### config.mk
export PLATFORM = sky130hd
export DESIGN_NAME = bas_top
export DESIGN_NICKNAME = d
export VERILOG_FILES = /design/src/rtl/bas_top.v /design/src/rtl/bas_axis_seq.v
export VERILOG_INCLUDE_DIRS = /design/src /design/src/rtl
export SDC_FILE = /design/constraint.sdc
export NUM_CORES = 1
export LEC_CHECK = 0
export ABC_AREA = 0
export ABC_CLOCK_PERIOD_IN_PS = 3100
export BUFFER_PORTS_ARGS = -buffer_cell sky130_fd_sc_hd__buf_2
export CAP_MARGIN = 20
export CORE_MARGIN = 3
export CORE_UTILIZATION = 61
export DETAILED_ROUTE_END_ITERATION = 8
export PLACE_DENSITY = 0.86
export SLEW_MARGIN = 5
export SYNTH_ARGS = -nofsm -noshare
export SYNTH_HDL_FRONTEND = slang
export SYNTH_SLANG_ARGS = --single-unit
### constraint.sdc
create_clock -name CLK_SYS -period 3.1 [get_ports CLK_SYS]
set_input_delay 0.155 -clock CLK_SYS [delete_from_list [all_inputs] [get_ports CLK_SYS]]
set_output_delay 0.155 -clock CLK_SYS [all_outputs]
set_load 0.02 [all_outputs]
### src/rtl/bas_defines.vh
// Constants for the brake and axis sequencer
// Functional notes
// - Each brake interlock output is high while the brake is released and low while engaged.
// - On servo-off the interlock drops at once and the drive stage stops after the delay.
// - The servo-off delay comes from a per-axis brake delay parameter written by software.
// - Selector value n from 0 to E gives axis n+1 to the first axis and n+2 to the second.
// - Selector value F assigns no axis numbers and raises switch error code 1.
// - The factory switch found up raises switch error code 2.
// - Test mode blocks network traffic for this amplifier and all downstream ones.
// - Test mode is entered only with the test switch up; down is normal operation.
// - Both axes get numbers even when one runs without a motor.
// - Numbering depends only on the selector, never on the chain position.
`ifndef BAS_DEFINES_VH
`define BAS_DEFINES_VH
`define BAS_CLK_KHZ 25000
`define BAS_TICK_MS 1
`define BAS_CYC_PER_TICK (`BAS_TICK_MS * `BAS_CLK_KHZ)
`define BAS_DLY_W 16
`define BAS_OFS_DELAY_A 5'h00
`define BAS_OFS_DELAY_B 5'h04
`define BAS_OFS_STATUS 5'h08
`define BAS_OFS_INT_STAT 5'h0C
`define BAS_OFS_INT_MASK 5'h10
`define BAS_DELAY_RST 16'h0000
`define BAS_MASK_RST 3'h0
`define BAS_INT_SWERR 0
`define BAS_INT_TRIP_A 1
`define BAS_INT_TRIP_B 2
`define BAS_INT_W 3
`define BAS_ERR_NONE 2'h0
`define BAS_ERR_SEL_F 2'h1
`define BAS_ERR_RSVD 2'h2
`define BAS_SEL_BAD 4'hF
`define BAS_RESP_OKAY 2'h0
`define BAS_RESP_DECERR 2'h3
`endif

### src/rtl/bas_top.v
// Two-axis brake sequencer, switch decoder and AXI4-Lite registers
//
// Local design decisions: the register offsets and the AXI4-Lite register port.
`timescale 1ns/1ps
`default_nettype none
`include "bas_defines.vh"
module bas_top #(
   parameter CYC_PER_TICK = `BAS_CYC_PER_TICK,
   parameter DLY_W = `BAS_DLY_W
) (
   input wire CLK_SYS,
   input wire RST_N,
   input wire [4:0] S_AXI_AWADDR,
   input wire S_AXI_AWVALID,
   output wire S_AXI_AWREADY,
   input wire [31:0] S_AXI_WDATA,
   input wire [3:0] S_AXI_WSTRB,
   input wire S_AXI_WVALID,
   output wire S_AXI_WREADY,
   output reg [1:0] S_AXI_BRESP,
   output reg S_AXI_BVALID,
   input wire S_AXI_BREADY,
   input wire [4:0] S_AXI_ARADDR,
   input wire S_AXI_ARVALID,
   output wire S_AXI_ARREADY,
   output reg [31:0] S_AXI_RDATA,
   output reg [1:0] S_AXI_RRESP,
   output reg S_AXI_RVALID,
   input wire S_AXI_RREADY,
   input wire SERVO_ON_A,
   input wire SERVO_ON_B,
   input wire ALARM_A,
   input wire ALARM_B,
   input wire FORCED_STOP_INPUT_N,
   input wire FORCED_STOP_CMD,
   input wire MAIN_POWER_OK,
   input wire [3:0] AXIS_NUMBER_SELECTOR,
   input wire TEST_MODE_SELECTOR,
   input wire FACTORY_SWITCH_UP,
   output wire BRAKE_INTERLOCK_FIRST_AXIS,
   output wire BRAKE_INTERLOCK_SECOND_AXIS,
   output wire DRIVE_ON_A,
   output wire DRIVE_ON_B,
   output reg [4:0] AXIS_NUM_A,
   output reg [4:0] AXIS_NUM_B,
   output reg AXIS_NUM_VALID,
   output reg [1:0] SWITCH_ERROR_CODE,
   output reg TEST_MODE,
   output reg NET_ENABLE,
   output reg DOWNSTREAM_NET_ENABLE,
   output wire IRQ
);
   localparam [31:0] TICK_LAST_W = CYC_PER_TICK - 1;
   localparam [14:0] TICK_LAST = TICK_LAST_W[14:0];

   // Millisecond tick shared by both axes
   reg [14:0] div_reg;
   reg tick_reg;
   always @(posedge CLK_SYS) begin
      if (!RST_N) begin
         div_reg <= 15'h0000;
         tick_reg <= 1'b0;
      end else if (div_reg == TICK_LAST) begin
         div_reg <= 15'h0000;
         tick_reg <= 1'b1;
      end else begin
         div_reg <= div_reg + 15'h0001;
         tick_reg <= 1'b0;
      end
   end

   // Software registers
   reg [DLY_W-1:0] delay_a_reg;
   reg [DLY_W-1:0] delay_b_reg;
   reg [`BAS_INT_W-1:0] int_stat_reg;
   reg [`BAS_INT_W-1:0] int_mask_reg;

   // Shared shutdown causes for both axes
   wire common_fault = !FORCED_STOP_INPUT_N | FORCED_STOP_CMD | !MAIN_POWER_OK;
   wire fault_a = common_fault | ALARM_A;
   wire fault_b = common_fault | ALARM_B;
   wire trip_a;
   wire trip_b;

   bas_axis_seq #(
      .DLY_W(DLY_W)
   ) u_axis_a (
      .clk(CLK_SYS),
      .rst_n(RST_N),
      .tick_ms(tick_reg),
      .servo_on(SERVO_ON_A),
      .fault(fault_a),
      .delay_ms(delay_a_reg),
      .brake_release(BRAKE_INTERLOCK_FIRST_AXIS),
      .drive_on(DRIVE_ON_A),
      .trip(trip_a)
   );

   bas_axis_seq #(
      .DLY_W(DLY_W)
   ) u_axis_b (
      .clk(CLK_SYS),
      .rst_n(RST_N),
      .tick_ms(tick_reg),
      .servo_on(SERVO_ON_B),
      .fault(fault_b),
      .delay_ms(delay_b_reg),
      .brake_release(BRAKE_INTERLOCK_SECOND_AXIS),
      .drive_on(DRIVE_ON_B),
      .trip(trip_b)
   );

   // Switch decode, selector only; cable order plays no part
   reg [1:0] err_next;
   reg sw_err_prev_reg;
   always @* begin
      err_next = `BAS_ERR_NONE;
      if (AXIS_NUMBER_SELECTOR == `BAS_SEL_BAD)
         err_next = `BAS_ERR_SEL_F;
      else if (FACTORY_SWITCH_UP)
         err_next = `BAS_ERR_RSVD;
   end

   always @(posedge CLK_SYS) begin
      if (!RST_N) begin
         AXIS_NUM_A <= 5'h00;
         AXIS_NUM_B <= 5'h00;
         AXIS_NUM_VALID <= 1'b0;
         SWITCH_ERROR_CODE <= `BAS_ERR_NONE;
         TEST_MODE <= 1'b0;
         NET_ENABLE <= 1'b0;
         DOWNSTREAM_NET_ENABLE <= 1'b0;
         sw_err_prev_reg <= 1'b0;
      end else begin
         SWITCH_ERROR_CODE <= err_next;
         // One cycle behind the code, so a new error shows as a single event
         sw_err_prev_reg <= (SWITCH_ERROR_CODE != `BAS_ERR_NONE);
         if (AXIS_NUMBER_SELECTOR == `BAS_SEL_BAD) begin
            AXIS_NUM_A <= 5'h00;
            AXIS_NUM_B <= 5'h00;
            AXIS_NUM_VALID <= 1'b0;
         end else begin
            // Both axes numbered, with or without a motor
            AXIS_NUM_A <= {1'b0, AXIS_NUMBER_SELECTOR} + 5'h01;
            AXIS_NUM_B <= {1'b0, AXIS_NUMBER_SELECTOR} + 5'h02;
            AXIS_NUM_VALID <= 1'b1;
         end
         TEST_MODE <= TEST_MODE_SELECTOR;
         // Blocks our own link and everything chained after us
         NET_ENABLE <= !TEST_MODE_SELECTOR;
         DOWNSTREAM_NET_ENABLE <= !TEST_MODE_SELECTOR;
      end
   end

   wire sw_err_rise = (SWITCH_ERROR_CODE != `BAS_ERR_NONE) & !sw_err_prev_reg;

   // AXI4-Lite write path: address and data taken in either order
   reg aw_held_reg;
   reg [4:0] aw_addr_reg;
   reg w_held_reg;
   reg [31:0] w_data_reg;
   reg [3:0] w_strb_reg;

   assign S_AXI_AWREADY = !aw_held_reg & !S_AXI_BVALID;
   assign S_AXI_WREADY = !w_held_reg & !S_AXI_BVALID;

   wire aw_fire = S_AXI_AWVALID & S_AXI_AWREADY;
   wire w_fire = S_AXI_WVALID & S_AXI_WREADY;
   wire aw_have = aw_held_reg | aw_fire;
   wire w_have = w_held_reg | w_fire;
   wire [4:0] wr_addr = aw_held_reg ? aw_addr_reg : S_AXI_AWADDR;
   wire [31:0] wr_data = w_held_reg ? w_data_reg : S_AXI_WDATA;
   wire [3:0] wr_strb = w_held_reg ? w_strb_reg : S_AXI_WSTRB;
   wire wr_go = aw_have & w_have & !S_AXI_BVALID;

   wire wr_dly_a = wr_go & (wr_addr == `BAS_OFS_DELAY_A);
   wire wr_dly_b = wr_go & (wr_addr == `BAS_OFS_DELAY_B);
   wire wr_istat = wr_go & (wr_addr == `BAS_OFS_INT_STAT);
   wire wr_imask = wr_go & (wr_addr == `BAS_OFS_INT_MASK);
   wire wr_stat = wr_go & (wr_addr == `BAS_OFS_STATUS);
   wire wr_hit = wr_dly_a | wr_dly_b | wr_istat | wr_imask | wr_stat;

   always @(posedge CLK_SYS) begin
      if (!RST_N) begin
         aw_held_reg <= 1'b0;
         aw_addr_reg <= 5'h00;
         w_held_reg <= 1'b0;
         w_data_reg <= 32'h00000000;
         w_strb_reg <= 4'h0;
         S_AXI_BVALID <= 1'b0;
         S_AXI_BRESP <= `BAS_RESP_OKAY;
      end else begin
         if (wr_go) begin
            aw_held_reg <= 1'b0;
            w_held_reg <= 1'b0;
            S_AXI_BVALID <= 1'b1;
            S_AXI_BRESP <= wr_hit ? `BAS_RESP_OKAY : `BAS_RESP_DECERR;
         end else begin
            if (aw_fire) begin
               aw_held_reg <= 1'b1;
               aw_addr_reg <= S_AXI_AWADDR;
            end
            if (w_fire) begin
               w_held_reg <= 1'b1;
               w_data_reg <= S_AXI_WDATA;
               w_strb_reg <= S_AXI_WSTRB;
            end
            if (S_AXI_BVALID && S_AXI_BREADY)
               S_AXI_BVALID <= 1'b0;
         end
      end
   end

   // Delay registers honour byte lanes 0 and 1
   always @(posedge CLK_SYS) begin
      if (!RST_N) begin
         delay_a_reg <= `BAS_DELAY_RST;
         delay_b_reg <= `BAS_DELAY_RST;
         int_mask_reg <= `BAS_MASK_RST;
      end else begin
         if (wr_dly_a && wr_strb[0])
            delay_a_reg[7:0] <= wr_data[7:0];
         if (wr_dly_a && wr_strb[1])
            delay_a_reg[15:8] <= wr_data[15:8];
         if (wr_dly_b && wr_strb[0])
            delay_b_reg[7:0] <= wr_data[7:0];
         if (wr_dly_b && wr_strb[1])
            delay_b_reg[15:8] <= wr_data[15:8];
         if (wr_imask && wr_strb[0])
            int_mask_reg <= wr_data[`BAS_INT_W-1:0];
      end
   end

   // Sticky events; a new event beats a same-cycle clear
   wire [`BAS_INT_W-1:0] int_set = {trip_b, trip_a, sw_err_rise};
   wire [`BAS_INT_W-1:0] int_clr =
      (wr_istat && wr_strb[0]) ? wr_data[`BAS_INT_W-1:0] : {`BAS_INT_W{1'b0}};
   always @(posedge CLK_SYS) begin
      if (!RST_N)
         int_stat_reg <= {`BAS_INT_W{1'b0}};
      else
         int_stat_reg <= (int_stat_reg & ~int_clr) | int_set;
   end

   assign IRQ = |(int_stat_reg & int_mask_reg);

   // AXI4-Lite read path, one read at a time
   reg [31:0] rd_mux;
   assign S_AXI_ARREADY = !S_AXI_RVALID;
   wire ar_fire = S_AXI_ARVALID & S_AXI_ARREADY;

   wire [31:0] status_word = {
      13'h0,
      NET_ENABLE,
      TEST_MODE,
      SWITCH_ERROR_CODE,
      AXIS_NUM_VALID,
      AXIS_NUM_B,
      AXIS_NUM_A,
      DRIVE_ON_B,
      BRAKE_INTERLOCK_SECOND_AXIS,
      DRIVE_ON_A,
      BRAKE_INTERLOCK_FIRST_AXIS
   };

   always @* begin
      rd_mux = 32'h00000000;
      case (S_AXI_ARADDR)
         `BAS_OFS_DELAY_A: rd_mux = {16'h0000, delay_a_reg};
         `BAS_OFS_DELAY_B: rd_mux = {16'h0000, delay_b_reg};
         `BAS_OFS_STATUS: rd_mux = status_word;
         `BAS_OFS_INT_STAT: rd_mux = {29'h0, int_stat_reg};
         `BAS_OFS_INT_MASK: rd_mux = {29'h0, int_mask_reg};
         default: rd_mux = 32'h00000000;
      endcase
   end

   wire rd_hit = (S_AXI_ARADDR == `BAS_OFS_DELAY_A) |
                 (S_AXI_ARADDR == `BAS_OFS_DELAY_B) |
                 (S_AXI_ARADDR == `BAS_OFS_STATUS) |
                 (S_AXI_ARADDR == `BAS_OFS_INT_STAT) |
                 (S_AXI_ARADDR == `BAS_OFS_INT_MASK);

   always @(posedge CLK_SYS) begin
      if (!RST_N) begin
         S_AXI_RVALID <= 1'b0;
         S_AXI_RDATA <= 32'h00000000;
         S_AXI_RRESP <= `BAS_RESP_OKAY;
      end else if (ar_fire) begin
         S_AXI_RVALID <= 1'b1;
         S_AXI_RDATA <= rd_mux;
         S_AXI_RRESP <= rd_hit ? `BAS_RESP_OKAY : `BAS_RESP_DECERR;
      end else if (S_AXI_RVALID && S_AXI_RREADY) begin
         S_AXI_RVALID <= 1'b0;
      end
   end
endmodule // bas_top
`default_nettype wire

### src/rtl/bas_axis_seq.v
// One axis brake interlock and drive stage sequencer
`timescale 1ns/1ps
`default_nettype none
`include "bas_defines.vh"
module bas_axis_seq #(
   parameter DLY_W = `BAS_DLY_W
) (
   input wire clk,
   input wire rst_n,
   input wire tick_ms,
   input wire servo_on,
   input wire fault,
   input wire [DLY_W-1:0] delay_ms,
   output wire brake_release,
   output wire drive_on,
   output reg trip
);
   localparam [2:0] ST_OFF = 3'h1;
   localparam [2:0] ST_RUN = 3'h2;
   localparam [2:0] ST_DLY = 3'h4;
   reg [2:0] state_reg;
   reg [2:0] state_next;
   reg [DLY_W-1:0] cnt_reg;
   reg [DLY_W-1:0] cnt_next;

   always @* begin
      state_next = state_reg;
      cnt_next = cnt_reg;
      trip = 1'b0;
      case (state_reg)
         ST_OFF: begin
            if (servo_on && !fault)
               state_next = ST_RUN;
         end
         ST_RUN: begin
            if (fault) begin
               state_next = ST_OFF;
               trip = 1'b1;
            end else if (!servo_on) begin
               // Delay counted in ms ticks from the software value
               state_next = ST_DLY;
               cnt_next = delay_ms;
            end
         end
         ST_DLY: begin
            if (fault) begin
               state_next = ST_OFF;
               trip = 1'b1;
            end else if (cnt_reg == {DLY_W{1'b0}}) begin
               state_next = ST_OFF;
            end else if (tick_ms) begin
               cnt_next = cnt_reg - {{(DLY_W-1){1'b0}}, 1'b1};
            end
         end
         default: state_next = ST_OFF;
      endcase
   end

   always @(posedge clk) begin
      if (!rst_n) begin
         state_reg <= ST_OFF;
         cnt_reg <= {DLY_W{1'b0}};
      end else begin
         state_reg <= state_next;
         cnt_reg <= cnt_next;
      end
   end

   // On servo-off the brake drops first so the load is held before the drive lets go; on a fault both drop together
   assign brake_release = state_reg[1];
   assign drive_on = state_reg[1] | state_reg[2];
endmodule // bas_axis_seq
`default_nettype wire

==> flow_metrics.tcl <==
set metrics [dict create \
    status "completed" \
    drv_slew 0 \
    synth_edf_count 0 \
    start_kind "flop" \
    setup_tns_ns 0 \
    final-instance-count-excl-fill 1176 \
    cp.arrival_ns 2.75 \
    start_util 0.641 \
    syn_inst 904 \
    synthesis.area_sq_um 7540 \
    setup.worst_path.end_class "flop" \
    top_layer_used "met4" \
    rsz0062_at_grt "no" \
    hold_path.class "in2reg" \
    drive_above_1_share 0.172 \
    crit_fanout 16 \
    synth_top_flop_cell "dfxtp_1" \
    gp_congestion 0.870 \
    final_cell_mix "156 x dfxtp_1, 119 x nand2_1, 112 x nor2_1" \
    clockRootBuffer "clkbuf_16" \
    total_leakage_power_nw 3.57 \
    hpwl_microns 13100 \
    area_growth_pct 18.3 \
    synth_top_cell_area_share 0.414 \
    firstDrtPassIters 5 \
    overflow 0 \
    grt_first_pass_wirelength_microns 31900 \
    antenna_found_initial 0 \
    nets 1074 \
    first_iter_violations 751 \
    p_per_area_nw_per_um2 533 \
    yosysTopAreaCell "dfxtp_1" \
    die_w_microns 117 \
    path_class "reg2reg" \
    place_inst 1120 \
    clockBufferDepth 2 \
    n_antenna_cell 0 \
    regMostFlops "S_AXI_RDATA" \
    via_per_inst 6.00 \
    die_area_sq_um 13700 \
    clk_latency_ns 0.43 \
    relSlewSlack 0.404 \
    async_flop_share 0 \
    grt_use_total 0.295 \
    finClkSkew_ns 0.00495 \
    drc 0 \
    pin_count 128 \
    rows 39 \
    postCtsSetupBuffers 0 \
    cts_made_buffers 17 \
    max_freq_mhz 413 \
    wl_met3_microns 1380 \
    met2_length_microns 9350 \
    hold_start "S_AXI_AWADDR[1]" \
    ys_seq_area_frac 0.414 \
    crit-reg2reg-launch "aw_held_reg" \
    clkSinkCount 156 \
    ys_seq_elements 156 \
    max_cap_violations 0 \
    wl_met1_microns 8450 \
    path_clk_slew_ns 0.06 \
    ys_warn_count 0 \
    wl_per_cell_microns 16.8 \
    core_sq_um 11800 \
    final-hold-violation-count 0 \
    setup_viol 0 \
    fill_cells 838 \
    h-tree-depth 4 \
    worstPathRequired_ns 3.43 \
    num_vias 7058 \
    ys_types 69 \
    cts_tree "yes" \
    largest_reg_flops 19 \
    final_common_cell "dfxtp_1" \
    period_share 0.781 \
    drt-total-wl_microns 19800 \
    portBuffers 96 \
    grt_max_degree 46 \
    timing.final.crit_period_ns 2.42 \
    grt_pass1_vias 6402 \
    irDropWorstVdd_uv 466 \
    syn_avg_cell_area_sq_um 8.34 \
    detail-route-antenna-nets 0 \
    die_h_microns 117 \
    tightestPinTransition_ns 0.882 \
    synth_area_leaders "dfxtp_1 41%, nand2_1 5.9%, nor2_1 5.6%" \
    crit_start "aw_held_reg" \
]
-- worst max-delay path: stages, from the launching register on --
cell	delay, ns
dfxtp_1	0.58
or3b_4	0.47
a2111oi_4	0.32
and3_1	0.60
nor2_1	0.12
a211oi_2	0.23
-- cell type report --
type                            count  area, sq um  area share
Inverter                           14         53.8     0.00603
Clock inverter                      8          165      0.0185
Sequential cell                   156         3120       0.350
Tap cell                          164          205      0.0230
Clock buffer                       22          464      0.0521
Multi-Input combinational cell    675         4050       0.454
Timing Repair Buffer              137          853      0.0957
-- cell usage after synthesis (all sizes together) (9+ instances only) --
cell type	count
dfxtp	156
nand2	119
nor2	112
a21oi	76
clkbuf	41
mux2i	37
o21ai	36
buf	31
nand3	25
nor3	24
a22oi	17
mux2	15
o211ai	15
inv	14
o31ai	11
xnor2	11
a211oi	10
a21o	9
nor4	9
xor2	9
-- where the power goes --
group | total, mW | leakage, nW | switching, mW | internal, mW
clock | 2.24 | 0.310 | 0.785 | 1.46
sequential | 2.10 | 1.26 | 0.0448 | 2.05
combinational | 0.414 | 2.00 | 0.258 | 0.155
total | 4.75 | 3.57 | 1.09 | 3.66
-- cell families after synthesis --
kind of cell             count (synthesis)  share of synthesized area
AND/OR/NAND/NOR                        360                      0.229
AO/OA/AOI/OAI                          222                      0.195
flip-flops                             156                      0.414
buffers and inverters                   86                     0.0546
multiplexers                            52                     0.0715
XOR/XNOR                                20                     0.0232
adder cells (fa/ha/maj)                  7                     0.0116
other                                    1                   0.000497
-- what timing repair did --
action,in CTS,in global routing
endpoints found under the hold margin,28,0
hold buffers,26,0
gates resized for setup,0,0
-- worst paths after layout --
kind	cells past startpoint	endpoint	slack [ns]
worst min register to register	1	int_stat_reg[0]	0.42
worst min-delay path	3	aw_addr_reg[1]	0.01
worst max register to register	5	delay_a_reg[7]	0.68
worst max-delay path	5	delay_a_reg[7]	0.68
-- routing by layer --
metal,vias to the layer above,track usage
met2,314,0.479
li1,3394,-
met1,3302,0.384
met5,-,0
met4,0,0.124
met3,48,0.0591
-- through the flow --
stage	hold slack (ns)	util	power [mW]	instance area (sq um)	setup WS [ns]
6_report	0.0127	0.758	4.75	8920	0.680
5_1_grt	0.0268	0.758	4.89	8920	0.456
4_1_cts	0.00367	0.758	4.76	8920	0.676
3_5_place_dp	0.333	0.683	2.52	8030	0.702
3_3_place_gp	0.319	0.683	2.51	8030	0.777
2_1_floorplan	0.222	-	2.40	7590	0.985
(Power assumes the default switching activity.)
